**config.mk**
```make
export PLATFORM = sky130hd
export DESIGN_NAME = nand_host
export DESIGN_NICKNAME = d
export VERILOG_FILES = /design/src/shared/nand_host_pkg.sv /design/src/design/nand_host.sv
export VERILOG_INCLUDE_DIRS = /design/src /design/src/shared
export SDC_FILE = /design/constraint.sdc
export NUM_CORES = 1
export LEC_CHECK = 0
export BUFFER_PORTS_ARGS = -buffer_cell sky130_fd_sc_hd__buf_2
export CAP_MARGIN = 20
export CORE_MARGIN = 5
export CORE_UTILIZATION = 35
export DETAILED_ROUTE_END_ITERATION = 8
export MAX_ROUTING_LAYER = met4
export PLACE_DENSITY = 0.63
export SYNTH_ARGS = -nofsm -noshare
export SYNTH_HDL_FRONTEND = slang
export SYNTH_SLANG_ARGS = --single-unit
```
**constraint.sdc**
```tcl
create_clock -name clk_i -period 6.8 [get_ports clk_i]
set_input_delay 1.02 -clock clk_i [delete_from_list [all_inputs] [get_ports clk_i]]
set_output_delay 1.02 -clock clk_i [all_outputs]
set_load 0.01 [all_outputs]
```
**src/shared/nand_host_consts.svh**
```systemverilog
// Timing counts, command bytes and column constants for the NAND host controller
// Assumes a 100 MHz clk_i; included by the controller only
`ifndef NAND_HOST_CONSTS_SVH
`define NAND_HOST_CONSTS_SVH
`define CLK_PERIOD_PS 10000
`define CMD_PTR_FIRST 8'h00
`define CMD_PTR_SECOND 8'h01
`define CMD_PTR_SPARE 8'h50
`define CMD_PROG_LOAD 8'h80
`define CMD_PROG_GO 8'h10
`define CMD_ERASE_SETUP 8'h60
`define CMD_ERASE_GO 8'hD0
`define CMD_STATUS 8'h70
`define CMD_RESET 8'hFF
`define BYTE_ERASED 8'hFF
`define MARK_COLUMN 10'h205
`define MARK_LOW_COL 8'h05
`define STATUS_FAIL_BIT 0
`define STATUS_READY_BIT 6
`define STROBE_NS 30
`define STROBE_CYC ((`STROBE_NS * 1000 + `CLK_PERIOD_PS - 1) / `CLK_PERIOD_PS)
`define DESELECT_NS 100
`define DESELECT_CYC ((`DESELECT_NS * 1000 + `CLK_PERIOD_PS - 1) / `CLK_PERIOD_PS)
`define BUSY_WAIT_NS 100
`define BUSY_WAIT_CYC ((`BUSY_WAIT_NS * 1000 + `CLK_PERIOD_PS - 1) / `CLK_PERIOD_PS)
`endif

```
**src/shared/nand_host_pkg.sv**
```systemverilog
// Types shared by the NAND host controller
// Includes no header; the constants header is pulled in by the controller
package nand_host_pkg;
	typedef enum logic [1:0] {
		area_first,
		area_second,
		area_spare
	} area_e;
	typedef enum logic [2:0] {
		op_read,
		op_program,
		op_erase,
		op_reset,
		op_scan_mark,
		op_status
	} op_e;
	typedef struct packed {
		op_e op;
		area_e area;
		logic [7:0] column;
		logic [15:0] row;
		logic [9:0] length;
	} request_s;
	typedef struct packed {
		logic cle;
		logic ale;
		logic ce_n;
		logic we_n;
		logic output_strobe_n;
	} strobes_s;
endpackage
```
**src/design/nand_host.sv**
```systemverilog
// Host controller that drives a small-page NAND part through its pins
// Assumes one 100 MHz clock; ready_busy_n and bus input are asynchronous pins
//
// Summary of operation
// - Command 00h points column at bytes 0-255
// - Command 01h points column at bytes 256-511
// - Command 50h points column at bytes 512-527
// - Pointer command precedes 80h for first/spare load
// - Issue 01h immediately before 80h
// - End sequential read by holding deselect long
// - Scan column 517 of pages one and two
// - Never erase factory invalid-block marking (erase is refused only right after a scan that flagged the same block)
// - Failed status means retire and replace block (the controller only raises fail_o and block_bad_o)
// - Prefer ECC over replacement for single bits
// - Replace by copying pages into free block (the controller does no copying)
`timescale 1ns/1ps
`default_nettype none
`include "nand_host_consts.svh"
module nand_host
	import nand_host_pkg::*;
#(
	parameter int DATA_W = 8
) (
	input wire logic clk_i,
	input wire logic rst_i,
	input wire logic req_valid_i,
	output logic req_ready_o,
	input wire request_s req_i,
	input wire logic [DATA_W-1:0] wdata_i,
	output logic wdata_ready_o,
	output logic [DATA_W-1:0] rdata_o,
	output logic rdata_valid_o,
	output logic done_o,
	output logic fail_o,
	output logic block_bad_o,
	output strobes_s pins_o,
	input wire logic ready_busy_n_i,
	input wire logic [DATA_W-1:0] io_i,
	output logic [DATA_W-1:0] io_o,
	output logic io_oe_o
);
	// Byte-wide pins only; a wider bus would need new command framing
	if (DATA_W != 8) begin : g_width_check
		$error("nand_host supports 8-bit buses only");
	end
////////////////////////////////////////////////////////////////////////////////
	// Three-stage sampling; a change counts once stages two and three agree
	logic [2:0] rb_sync_reg;
	logic rb_level_reg;
	logic [DATA_W-1:0] io_s1_reg, io_s2_reg, io_s3_reg;
	always_ff @(posedge clk_i or posedge rst_i) begin
		if (rst_i) begin
			rb_sync_reg <= 3'h0;
			rb_level_reg <= 1'b0;
			io_s1_reg <= '0;
			io_s2_reg <= '0;
			io_s3_reg <= '0;
		end else begin
			rb_sync_reg <= {rb_sync_reg[1:0], ready_busy_n_i};
			if (rb_sync_reg[1] == rb_sync_reg[2]) begin
				rb_level_reg <= rb_sync_reg[2];
			end
			io_s1_reg <= io_i;
			io_s2_reg <= io_s1_reg;
			io_s3_reg <= io_s2_reg;
		end
	end
////////////////////////////////////////////////////////////////////////////////
	typedef enum logic [3:0] {
		st_idle, st_cmd, st_addr, st_wait_busy, st_wait_ready,
		st_wdata, st_rdata, st_go, st_status, st_deselect
	} state_e;
	state_e state_reg, state_next;
	request_s req_reg, req_next;
	logic [7:0] cmd_byte_reg, cmd_byte_next;
	logic [1:0] step_reg, step_next;
	logic [1:0] addr_cnt_reg, addr_cnt_next;
	logic [9:0] count_reg, count_next;
	logic [7:0] timer_reg, timer_next;
	logic phase_reg, phase_next;
	logic [DATA_W-1:0] rdata_reg, rdata_next;
	logic rvalid_reg, rvalid_next, done_reg, done_next, fail_reg, fail_next;
	logic bad_reg, bad_next, page2_reg, page2_next;
	strobes_s pins_reg, pins_next;
	logic [DATA_W-1:0] io_reg, io_next;
	logic oe_reg, oe_next;
	// Pointer command for an area; the 01h choice is re-sent on every use
	function automatic logic [7:0] ptr_cmd(input area_e a);
		unique case (a)
			area_first: ptr_cmd = `CMD_PTR_FIRST;
			area_second: ptr_cmd = `CMD_PTR_SECOND;
			area_spare: ptr_cmd = `CMD_PTR_SPARE;
			default: ptr_cmd = `CMD_PTR_FIRST;
		endcase
	endfunction
	always_comb begin
		state_next = state_reg;
		req_next = req_reg;
		cmd_byte_next = cmd_byte_reg;
		step_next = step_reg;
		addr_cnt_next = addr_cnt_reg;
		count_next = count_reg;
		timer_next = timer_reg;
		phase_next = phase_reg;
		rdata_next = rdata_reg;
		rvalid_next = 1'b0;
		done_next = 1'b0;
		fail_next = fail_reg;
		bad_next = bad_reg;
		page2_next = page2_reg;
		pins_next = pins_reg;
		io_next = io_reg;
		oe_next = oe_reg;
		if (timer_reg != 8'h0) begin
			timer_next = timer_reg - 8'h1;
		end
		unique case (state_reg)
			st_idle: begin
				pins_next = '{cle: 1'b0, ale: 1'b0, ce_n: 1'b1, we_n: 1'b1,
					output_strobe_n: 1'b1};
				oe_next = 1'b0;
				if (req_valid_i) begin
					req_next = req_i;
					fail_next = 1'b0;
					step_next = 2'h0;
					page2_next = 1'b0;
					if (req_i.op == op_scan_mark) begin
						// Probe spare byte six of the first page of the block
						req_next.area = area_spare;
						req_next.column = `MARK_LOW_COL;
						req_next.length = 10'h1;
						bad_next = 1'b0;
					end
					state_next = st_cmd;
					if (req_i.op == op_erase && req_i.row[15:5] == 11'h0) begin
						// Block zero needs no marking check; its bad flag is cleared, though a failed erase status still sets it
						bad_next = 1'b0;
					end else if (req_i.op == op_erase && bad_reg && req_reg.op == op_scan_mark
							&& req_i.row[15:5] == req_reg.row[15:5]) begin
						// Erasing a marked block would wipe its factory marking for good
						done_next = 1'b1;
						state_next = st_idle;
					end
				end
			end
			st_cmd: begin
				// Sequence: pointer, op command; reset, status and erase skip pointer
				unique case (req_reg.op)
					op_reset: cmd_byte_next = `CMD_RESET;
					op_status: cmd_byte_next = `CMD_STATUS;
					op_erase: cmd_byte_next = `CMD_ERASE_SETUP;
					op_program: cmd_byte_next = (step_reg == 2'h0) ?
						ptr_cmd(req_reg.area) : `CMD_PROG_LOAD;
					default: cmd_byte_next = ptr_cmd(req_reg.area);
				endcase
				pins_next = '{cle: 1'b1, ale: 1'b0, ce_n: 1'b0, we_n: 1'b0,
					output_strobe_n: 1'b1};
				oe_next = 1'b1;
				io_next = cmd_byte_next;
				timer_next = 8'(`STROBE_CYC);
				phase_next = 1'b0;
				addr_cnt_next = 2'h0;
				state_next = st_go;
			end
			st_go: begin
				// Low phase then high phase of each write strobe
				if (timer_reg == 8'h0) begin
					if (!phase_reg) begin
						pins_next.we_n = 1'b1;
						timer_next = 8'(`STROBE_CYC);
						phase_next = 1'b1;
					end else begin
						pins_next.cle = 1'b0;
						pins_next.ale = 1'b0;
						state_next = st_addr;
					end
				end
			end
			st_addr: begin
				if (req_reg.op == op_program && step_reg == 2'h0) begin
					step_next = 2'h1;
					state_next = st_cmd;
				end else if (req_reg.op == op_reset || req_reg.op == op_status) begin
					state_next = (req_reg.op == op_reset) ? st_wait_busy : st_rdata;
					count_next = 10'h1;
				end else if (step_reg == 2'h2) begin
					state_next = st_wait_busy;
				end else if (addr_cnt_reg == 2'h3 ||
						(req_reg.op == op_erase && addr_cnt_reg == 2'h2)) begin
					// A scan reads one mark byte per page, whatever length holds
					count_next = (req_reg.op == op_scan_mark) ? 10'h1 : req_reg.length;
					if (req_reg.op == op_program) begin
						state_next = st_wdata;
					end else if (req_reg.op == op_erase) begin
						step_next = 2'h2;
						io_next = `CMD_ERASE_GO;
						pins_next.cle = 1'b1;
						pins_next.we_n = 1'b0;
						timer_next = 8'(`STROBE_CYC);
						phase_next = 1'b0;
						state_next = st_go;
					end else begin
						state_next = st_wait_busy;
					end
				end else begin
					// Column byte then two row bytes; erase sends rows only
					unique case ((req_reg.op == op_erase) ? addr_cnt_reg + 2'h1 : addr_cnt_reg)
						2'h0: io_next = req_reg.column;
						2'h1: io_next = req_reg.row[7:0];
						default: io_next = req_reg.row[15:8];
					endcase
					addr_cnt_next = addr_cnt_reg + 2'h1;
					pins_next.ale = 1'b1;
					pins_next.we_n = 1'b0;
					timer_next = 8'(`STROBE_CYC);
					phase_next = 1'b0;
					state_next = st_go;
				end
			end
			st_wdata: begin
				// Last high phase runs out before the confirm strobe falls
				if (count_reg == 10'h0 && timer_reg == 8'h0) begin
					step_next = 2'h2;
					io_next = `CMD_PROG_GO;
					pins_next.cle = 1'b1;
					pins_next.we_n = 1'b0;
					timer_next = 8'(`STROBE_CYC);
					phase_next = 1'b0;
					state_next = st_go;
				end else if (timer_reg == 8'h0 && pins_reg.we_n && wdata_ready_o) begin
					io_next = wdata_i;
					pins_next.we_n = 1'b0;
					timer_next = 8'(`STROBE_CYC);
				end else if (timer_reg == 8'h0 && !pins_reg.we_n) begin
					pins_next.we_n = 1'b1;
					timer_next = 8'(`STROBE_CYC);
					count_next = count_reg - 10'h1;
				end
			end
			st_wait_busy: begin
				oe_next = 1'b0;
				timer_next = 8'(`BUSY_WAIT_CYC);
				state_next = st_wait_ready;
			end
			st_wait_ready: begin
				if (timer_reg == 8'h0 && rb_level_reg) begin
					if (req_reg.op == op_program || req_reg.op == op_erase) begin
						cmd_byte_next = `CMD_STATUS;
						req_next.op = op_status;
						req_next.area = area_first;
						step_next = 2'h3;
						state_next = st_cmd;
					end else if (req_reg.op == op_reset) begin
						state_next = st_deselect;
					end else begin
						state_next = st_rdata;
					end
				end
			end
			st_rdata: begin
				oe_next = 1'b0;
				if (count_reg == 10'h0) begin
					state_next = st_deselect;
				end else if (timer_reg == 8'h0 && pins_reg.output_strobe_n) begin
					pins_next.output_strobe_n = 1'b0;
					timer_next = 8'(`STROBE_CYC);
				end else if (timer_reg == 8'h0 && io_s2_reg == io_s3_reg) begin
					// Strobe stays low until the sampled byte has settled
					pins_next.output_strobe_n = 1'b1;
					timer_next = 8'(`STROBE_CYC);
					count_next = count_reg - 10'h1;
					rdata_next = io_s3_reg;
					if (req_reg.op == op_scan_mark) begin
						if (io_s3_reg != `BYTE_ERASED) bad_next = 1'b1;
						if (!page2_reg) begin
							page2_next = 1'b1;
							req_next.row = req_reg.row + 16'h1;
							count_next = 10'h0;
						end
					end else if (req_reg.op == op_status && step_reg == 2'h3) begin
						// Retire on failure: bad flag reports it upward
						fail_next = io_s3_reg[`STATUS_FAIL_BIT];
						bad_next = io_s3_reg[`STATUS_FAIL_BIT];
					end else begin
						// Raw data out; bit errors are left to ECC, never retire
						rvalid_next = 1'b1;
					end
				end
			end
			st_deselect: begin
				// Long deselect ends any sequential read in progress
				if (pins_reg.ce_n == 1'b0) begin
					pins_next.ce_n = 1'b1;
					timer_next = 8'(`DESELECT_CYC + 1);
				end else if (timer_reg == 8'h0) begin
					if (req_reg.op == op_scan_mark && page2_reg && count_reg == 10'h0
							&& req_reg.length != 10'h0) begin
						req_next.length = 10'h0;
						count_next = 10'h1;
						state_next = st_cmd;
					end else begin
						done_next = 1'b1;
						state_next = st_idle;
					end
				end
			end
			default: state_next = st_idle;
		endcase
	end
	always_ff @(posedge clk_i or posedge rst_i) begin
		if (rst_i) begin
			state_reg <= st_idle;
			req_reg <= '0;
			cmd_byte_reg <= 8'h00;
			step_reg <= 2'h0;
			addr_cnt_reg <= 2'h0;
			count_reg <= 10'h000;
			timer_reg <= 8'h00;
			phase_reg <= 1'b0;
			rdata_reg <= '0;
			rvalid_reg <= 1'b0;
			done_reg <= 1'b0;
			fail_reg <= 1'b0;
			bad_reg <= 1'b0;
			page2_reg <= 1'b0;
			pins_reg <= '{cle: 1'b0, ale: 1'b0, ce_n: 1'b1, we_n: 1'b1,
				output_strobe_n: 1'b1};
			io_reg <= '0;
			oe_reg <= 1'b0;
		end else begin
			state_reg <= state_next;
			req_reg <= req_next;
			cmd_byte_reg <= cmd_byte_next;
			step_reg <= step_next;
			addr_cnt_reg <= addr_cnt_next;
			count_reg <= count_next;
			timer_reg <= timer_next;
			phase_reg <= phase_next;
			rdata_reg <= rdata_next;
			rvalid_reg <= rvalid_next;
			done_reg <= done_next;
			fail_reg <= fail_next;
			bad_reg <= bad_next;
			page2_reg <= page2_next;
			pins_reg <= pins_next;
			io_reg <= io_next;
			oe_reg <= oe_next;
		end
	end
	assign req_ready_o = (state_reg == st_idle);
	assign wdata_ready_o = (state_reg == st_wdata) && (count_reg != 10'h0)
		&& (timer_reg == 8'h0) && pins_reg.we_n;
	assign rdata_o = rdata_reg;
	assign rdata_valid_o = rvalid_reg;
	assign done_o = done_reg;
	assign fail_o = fail_reg;
	assign block_bad_o = bad_reg;
	assign pins_o = pins_reg;
	assign io_o = io_reg;
	assign io_oe_o = oe_reg;
endmodule
`default_nettype wire

```
==> Yosys cells after proc, flatten, opt, wreduce, memory -nomap -nowiden <==
Cells that the tools add are included.
{ "op_classes": {"n_eq_ne": 69, "n_mux": 168, "reduce_logical": 67, "n_bitwise": 2, "n_addsub": 4} }
{ "op_table": {"columns": ["op", "count"], "rows": [
  ["two-way mux 10 bit", 21],
  ["two-way mux 8 bit", 25],
  ["two-way mux 16 bit", 5],
  ["two-way mux 4 bit", 14],
  ["!= test 2 bit (second input constant)", 28],
  ["one-hot mux 8 bit (7 select lines)", 1],
  ["two-way mux 1 bit", 54],
  ["two-way mux 2 bit", 20],
  ["one-hot mux 10 bit (4 select lines)", 1],
  ["two-way mux 39 bit", 1],
  ["!= test 3 bit (second input constant)", 13],
  ["one-hot mux 4 bit (9 select lines)", 1],
  ["one-hot mux 16 bit (2 select lines)", 1],
  ["one-hot mux 8 bit (4 select lines)", 1],
  ["AND reduction 7 bit", 4],
  ["one-hot mux 8 bit (3 select lines)", 1],
  ["AND reduction 8 bit", 3],
  ["logical AND 1 bit", 20],
  ["one-hot mux 10 bit (2 select lines)", 1],
  ["AND reduction 10 bit", 2],
  ["nonzero test 10 bit", 2],
  ["adder 16 x 1 -> 16 bit (second input constant)", 1],
  ["equality test 4 x 3 -> 1 bit (second input constant)", 4],
  ["one-hot mux 8 bit (2 select lines)", 1],
  ["other kinds (49)", 85]
]} }
{ "totals": {"out_inout_bits": 28, "wordCells": 339, "inputBits": 59, "ff_bits": 121} }

==> Longest topological paths before layout <==
Gate-level depths: netlist (run 1).
{ "logic_depth": {"word_depth": 9, "ltp_mapped": 10, "depth_no_buf": 8} }

==> Worst setup path after synthesis (run 1) <==
No wires, ideal clock.
{ "synth_timing": {"kind": "register to register", "start": "register count_reg[0]", "end": "register step_reg[0]", "t_arrival_ns": 2.448, "setup_time_ns": 0.125, "period_less_slack_ns": 2.572, "slack_ns": 4.228, "required_time_ns": 6.675, "path_stages_with_launch": 9, "path_buffers": 0, "path_cell_list": "dfrtp_1 > inv_1 > ha_1 > or4b_4 > nor3_4 > a21boi_2 > a211o_1 > a311oi_2 > mux2_2"} }
{ "synth_via": {"elab_chain_len": 4} }
{ "synth_rtl": {"columns": ["item", "line", "source"], "rows": [
  ["start: declaration", "nand_host.sv:78", "logic [9:0] count_reg, count_next;"],
  ["start signal: assignment", "nand_host.sv:336", "count_reg <= count_next;"],
  ["logical NOT 10 bit", "nand_host.sv:222", "if (count_reg == 10'h0 && timer_reg == 8'h0) begin"],
  ["logical AND 1 bit", "nand_host.sv:222", null],
  ["!= test 2 bit (no line)", null, null],
  ["AND reduction 10 bit (no line)", null, null],
  ["end signal: assignment", "nand_host.sv:334", "step_reg <= step_next;"],
  ["end: declaration", "nand_host.sv:76", "logic [1:0] step_reg, step_next;"]
]} }
Every way passes these cells.
A chain may end at the register's enable or synchronous reset.

==> Worst setup path after layout (run 1) <==
{ "layout_timing": {"start": "register timer_reg[3]", "end": "output port wdata_ready_o"} }
{ "layout_via": {"elab_chain_len": 3} }
{ "layout_rtl": {"columns": ["item", "line", "source"], "rows": [
  ["start: declaration", "nand_host.sv:79", "logic [7:0] timer_reg, timer_next;"],
  ["start signal: assignment", "nand_host.sv:337", "timer_reg <= timer_next;"],
  ["logical NOT 8 bit", "nand_host.sv:352", "&& (timer_reg == 8'h0) && pins_reg.we_n;"],
  ["logical AND 1 bit (2 in series)", "nand_host.sv:352", null],
  ["end: declaration", "nand_host.sv:30", "output logic wdata_ready_o,"]
]} }
Every way passes these cells.

==> impl_metrics.ini, run 1 <==
[global_routing]
gr-total-overflow = 0
grt_pass1_vias = 6124
grt.total_usage_pct = 18.83
grt_pass1_wl_um = 32860
antenna_found_initial = 0
grt_max_degree = 77

[floorplan]
die_x_um = 150.5
chipHeight_um = 150.5
rows = 51
dieArea_um2 = 22640
num_io_pins = 87
initial_utilization_pct = 35.48
core-area_um2 = 19460

[setup_path]
path_depth = 5
critPathRequiredTime_ns = 5.78
critPathBufInv = 1
crit_path_start_kind = flop
slowest_stage = nor4_1
crit_path_cell_trace = nor4_1 > and2_1 > nand3_1 > nor2_1 > buf_2
cp-end-kind = primary output
crit_path_end = wdata_ready_o
r2r-end = state_reg[1]$_DFFE_PP0P_
worst-setup-path-type = reg -> out
ff2ff_setup_slack_ns = 3.35
cp_max_fo = 14
slowest_delay_ns = 0.86
rr_worst_depth = 6
reg2reg_from = timer_reg[3]$_DFF_PP0_
cp-startpoint = timer_reg[3]$_DFF_PP0_
cp.arrival_ns = 2.71
cp_top_family = simple AND/OR/NAND/NOR gates

[timing]
fin_crit_ns = 3.731
rsz0062_at_grt = false
hold_viol = 0
fin_hold_ws_ns = 0.3474
skew_ns = 0.007532
tightest_slew_ns = 1.060
slew_headroom_pct = 28.77
period_share_pct = 54.87
setup_violations = 0
setup-tns-final_ns = 0
finalMaxSlewViolations = 0
fmax_ghz = 0.2680

[yosys]
ys_ff_latch = 121
synth_common_cells = dfrtp_1 (118), nand2_1 (87), nor2_1 (81), o21ai_0 (59), a21oi_1 (58)
synth.most_common_cell = dfrtp_1
yosysWarnings = 0
postSynthCellCount = 770
ys_types = 82
synth.cell_area_um2 = 6905
synth_async_sr_flop_share_pct = 100.0
yosysTopAreaCell = dfrtp_1
synth_seq_area_share_pct = 43.90
synthTopCellsByArea = dfrtp_1 (43%), nand2_1 (4.7%), nor2_1 (4.4%), o21ai_0 (4.3%), a21oi_1 (4.2%)
syn_avg_cell_area_um2 = 8.968
synth_nets = 835
synth-edff-count = 0
netlist.area_leader.share_pct = 42.76
synthFlopType = dfrtp_1

[finish]
largest_reg_flops = 39
drive_above_1_share_pct = 19.53
n_fill_cell = 1936
antenna_cells = 0
area_growth_pct = 17.87
nets = 902

[placed_design]
hpwl_um = 14570
portBuffers = 86
place.gp.congestion = 0.8988

[power_and_ir_drop]
p_clk_share_pct = 23.1
internal_power_w = 0.002210
vdd_drop_max_mv = 0.2130
switching_share_pct = 43.46
combPwrFrac_pct = 44.6
power_density_nw_per_um2 = 480.4
totalPowerFinal_w = 0.003910
p_seq_share_pct = 32.3
leakagePower_nw = 3.491
power.net_switching_w = 0.001699

[min_path]
hp-start = rb_sync_reg[0]$_DFF_PP0_
worstHoldPathType = reg -> reg

[clocking]
cts_resized = 0
clock_path_buffers = 2
holdBufCountCts = 0
clk-insertion-delay-late_ns = 0.42
path_clk_slew_ns = 0.06
root_buffer = clkbuf_16
cts_sinks = 121
tritoncts = done
htree_levels = 4
post_cts_buffers = 0
cts_made_buffers = 17

[routing]
wl_per_cell_um = 18.17
drt_wl_total_um = 20250
via_per_inst = 5.639
drc = 0
drt_iter0_drc = 726
dr.pass1.iters = 5
routed-via-count = 6288
drtAntennaViolNets = 0

[job]
drv_cap = 0

[outcome]
status = finished, final reports clean
-- worst reg2reg max path, stage by stage, from the launching register on --
cell,delay [ns]
dfrtp_1,0.43
nor4_1,0.86
and2_1,0.61
a21boi_2,0.30
a211o_1,0.41
a211o_1,0.39
mux2_4,0.33
-- layout by cell type (no fill, tap or decap), drive strengths merged, types with 4 or more instances in the layout --
cell | synthesis | routed
inv | 18 | 26
o22ai | 5 | 5
nor2b | 6 | 6
buf | 12 | 90
nor4 | 12 | 12
nand4 | 15 | 15
and2 | 4 | 4
nand2 | 87 | 87
o22a | 6 | 6
nor3 | 19 | 19
nor2 | 82 | 82
xnor2 | 28 | 28
and3 | 6 | 6
mux2i | 12 | 12
a211o | 6 | 6
a221oi | 8 | 8
nand3 | 17 | 17
a22o | 5 | 5
o31ai | 5 | 5
a31oi | 12 | 12
dfrtp | 118 | 118
nand2b | 12 | 12
mux2 | 17 | 17
a21oi | 58 | 58
o32ai | 5 | 5
a211oi | 6 | 6
ha | 6 | 6
or2 | 6 | 6
clkbuf | 30 | 18
xor2 | 4 | 4
o21ai | 62 | 62
or3 | 5 | 5
o211ai | 7 | 7
o21a | 5 | 5
nor3b | 7 | 7
-- stage by stage --
| step | std cells | cell area [um2] | utilization (%) | worst slack (ns) |
|---|---|---|---|---|
| 3_3_place_gp | 1082 | 7522 | 38.65 | 3.399 |
| 4_1_cts | 1114 | 8112 | 41.68 | 3.132 |
| 3_5_place_dp | 1082 | 7522 | 38.65 | 3.476 |
| 5_1_grt | 1115 | 8139 | 41.82 | 2.913 |
| 2_1_floorplan | 770 | 6905 | - | 2.571 |
| 6_report | 1115 | 8139 | 41.82 | 3.069 |
-- power groups by stage --
stage / combinational, W / sequential [W] / clock, W
after floorplan: 0.00141 / 0.00109 / 0
after global placement: 0.00170 / 0.00126 / 0
after detailed placement: 0.00172 / 0.00126 / 0
after CTS: 0.00173 / 0.00125 / 0.000918
after global routing: 0.00193 / 0.00130 / 0.000951
final: 0.00174 / 0.00126 / 0.000903
-- per-layer routing --
metal | part of all wire (%) | vias to the layer above | global-route usage, % | routed length (um)
li1 | - | 2958 | - | -
met1 | 45 | 2993 | 25.59 | 9058
met2 | 45 | 299 | 28.01 | 9207
met3 | 7.7 | 38 | 4.335 | 1561
met4 | 2.1 | 0 | 5.947 | 426
met5 | 0 | - | - | 0
-- cell families (layout without fill, tap and decap cells) --
kind of cell | count (synthesis) | after routing | synth area share, %
and+or+nand+nor | 294 | 294 | 21.18
muxes | 29 | 29 | 4.675
buffers and inverters | 61 | 141 | 3.497
DFF | 121 | 121 | 43.90
xor gates and xnor gates | 32 | 32 | 4.059
AOI/OAI and AO/OA | 226 | 226 | 21.45
adders and majority gates | 7 | 7 | 1.232
-- worst min-delay path by stage --
stage	end	slack [ns]	cells after the start
after floorplan	io_s2_reg[0]$_DFF_PP0_	0.33	0
after global placement	io_s2_reg[4]$_DFF_PP0_	0.33	0
after detailed placement	rb_sync_reg[1]$_DFF_PP0_	0.34	0
after CTS	rb_sync_reg[1]$_DFF_PP0_	0.35	0
after global routing	io_s2_reg[6]$_DFF_PP0_	0.35	0
final	rb_sync_reg[1]$_DFF_PP0_	0.35	0
-- cell type report --
cell class	instances	area (um2)	share of cell area, %
Clock inverter	14	160.2	1.968
Clock buffer	18	429.2	5.273
Timing Repair Buffer	90	480.5	5.903
Sequential cell	121	3032	37.25
Multi-Input combinational cell	588	3632	44.63
Inverter	19	73.82	0.9070
Tap cell	265	331.6	4.074
No activity file was read; power rests on OpenSTA's default activity.
==> inputs of run 2 (changes only) <==
==> constraint.sdc (replaced) <==
create_clock -name clk_i -period 3.74 [get_ports clk_i]
set_input_delay 0.561 -clock clk_i [delete_from_list [all_inputs] [get_ports clk_i]]
set_output_delay 0.561 -clock clk_i [all_outputs]
set_load 0.01 [all_outputs]
==> impl_metrics.ini, run 2 (same netlist as run 1, synthesis figures left out) <==
[finish]
multi_input_area_um2 = 3632
drive_above_1_share_pct = 20.86
fin_util_pct = 42.17
largest_reg_flops = 39
final_cell_mix = dfrtp_1 (118), nand2_1 (87), buf_2 (86)
mostFrequentLayoutCell = dfrtp_1
n_fill_cell = 1935
antenna_cells = 0
nets = 915
area_growth_pct = 18.86
fin_cells = 1128
register_area_um2 = 3032

[routing]
wl_per_cell_um = 18.35
drt_wl_total_um = 20700
drc = 0
drt_iter0_drc = 646
via_per_inst = 5.639
routed-via-count = 6361
dr.pass1.iters = 5
drtAntennaViolNets = 0

[power_and_ir_drop]
power_density_nw_per_um2 = 875.0
leakagePower_nw = 3.543
vdd_drop_max_mv = 0.4697

[floorplan]
die_x_um = 150.5
num_io_pins = 87
dieArea_um2 = 22640
core-area_um2 = 19460
chipHeight_um = 150.5
initial_utilization_pct = 35.48
rows = 51

[setup_path]
r2r-end = count_reg[8]$_DFFE_PP0P_
crit_path_cell_trace = nor4_1 > and2_1 > buf_4 > nand3_1 > nor2_1 > buf_2
cp.arrival_ns = 2.66
cp-end-kind = primary output
slowest_stage = nor4_1
critPathRequiredTime_ns = 3.18
worst-setup-path-type = reg -> out
rr_worst_depth = 6
ff2ff_setup_slack_ns = 0.56
cp-startpoint = timer_reg[3]$_DFF_PP0_
cp_max_fo = 8
reg2reg_from = timer_reg[3]$_DFF_PP0_
crit_path_start_kind = flop
slowest_delay_ns = 0.75

[timing]
fin_ws_ns = 0.5144
period_share_pct = 86.25
hold_viol = 0
tightest_slew_ns = 1.035
slew_headroom_pct = 30.46
fin_hold_ws_ns = 0.2346
skew_ns = 0.007963
setup-tns-final_ns = 0
setup_violations = 0
fmax_ghz = 0.3100
rsz0062_at_grt = false
finalMaxSlewViolations = 0
fin_crit_ns = 3.226

[min_path]
hp-start = io_i[3]
hold_path_depth = 1
worstHoldPathType = in -> reg
hold_end = io_s1_reg[3]$_DFF_PP0_

[clocking]
cts_resized = 0
path_clk_slew_ns = 0.06
root_buffer = clkbuf_16
clock_path_buffers = 2
post_cts_buffers = 0
htree_levels = 4
cts_sinks = 121
holdBufCountCts = 0
cts_made_buffers = 17
tritoncts = done
clk-insertion-delay-late_ns = 0.43

[global_routing]
grt_max_degree = 48
grt_pass1_vias = 6099
grt_pass1_wl_um = 33400
antenna_found_initial = 0
grt.total_usage_pct = 19.47
gr-total-overflow = 0

[placed_design]
place.gp.congestion = 0.9111
dp.cells = 1096
hpwl_um = 15140
portBuffers = 86
place_ws_ns = 0.6250

[outcome]
status = finished, final reports clean

[job]
drv_cap = 0
## run 2: metrics by stage
step	total power [W]	instance area [um2]
floorplan	0.004550	6909
global placement	0.005523	7641
detailed placement	0.005527	7641
CTS	0.007144	8208
global route	0.007658	8208
finish	0.007182	8208
## run 2: where the power goes
part / leakage [nW] / total [W] / switching, W / internal (W)
registers: 1.52 / 0.00222 / 0.000527 / 0.00169
clock network: 0.276 / 0.00159 / 0.000705 / 0.000883
logic: 1.75 / 0.00337 / 0.00196 / 0.00142
total: 3.54 / 0.00718 / 0.00319 / 0.00399
## run 2: worst max-delay path: cells and delay by family, from the launching register on
family	cells	cell delay, ns
buf+inv	2	0.39
simple gates	4	1.43
flops	1	0.42
## run 2: worst max path at each step
| stage | to | slack [ns] | depth (start not counted) |
|---|---|---|---|
| floorplan | step_reg[0]$_DFFE_PP0P_ | 1.17 | 8 |
| global placement | count_reg[7]$_DFFE_PP0P_ | 0.64 | 6 |
| CTS | wdata_ready_o | 0.48 | 6 |
| global route | count_reg[4]$_DFFE_PP0P_ | 0.28 | 6 |
| detailed placement | rdata_o[5]$_DFFE_PP0P_ | 0.63 | 5 |
| finish | wdata_ready_o | 0.51 | 6 |
## run 2: cell type report
class | instances | share of cell area (%)
clock buffers | 17 | 5.183
clock inverters | 15 | 1.723
inverters | 19 | 0.9146
multi-input cells | 588 | 44.25
flip-flops and latches | 121 | 36.94
well taps | 265 | 4.040
repair buffers | 103 | 6.951
## run 2: per-layer routing
layer  routed length (um)  vias to the layer above  GRT usage (%)  share of wire [%]
met1                 9492                     3061          26.47                 46
li1                     -                     2991              -                  -
met3                 1360                       36          4.064                6.6
met2                 9362                      273          29.00                 45
met5                    0                        -              -                  0
met4                  485                        0          6.725                2.3
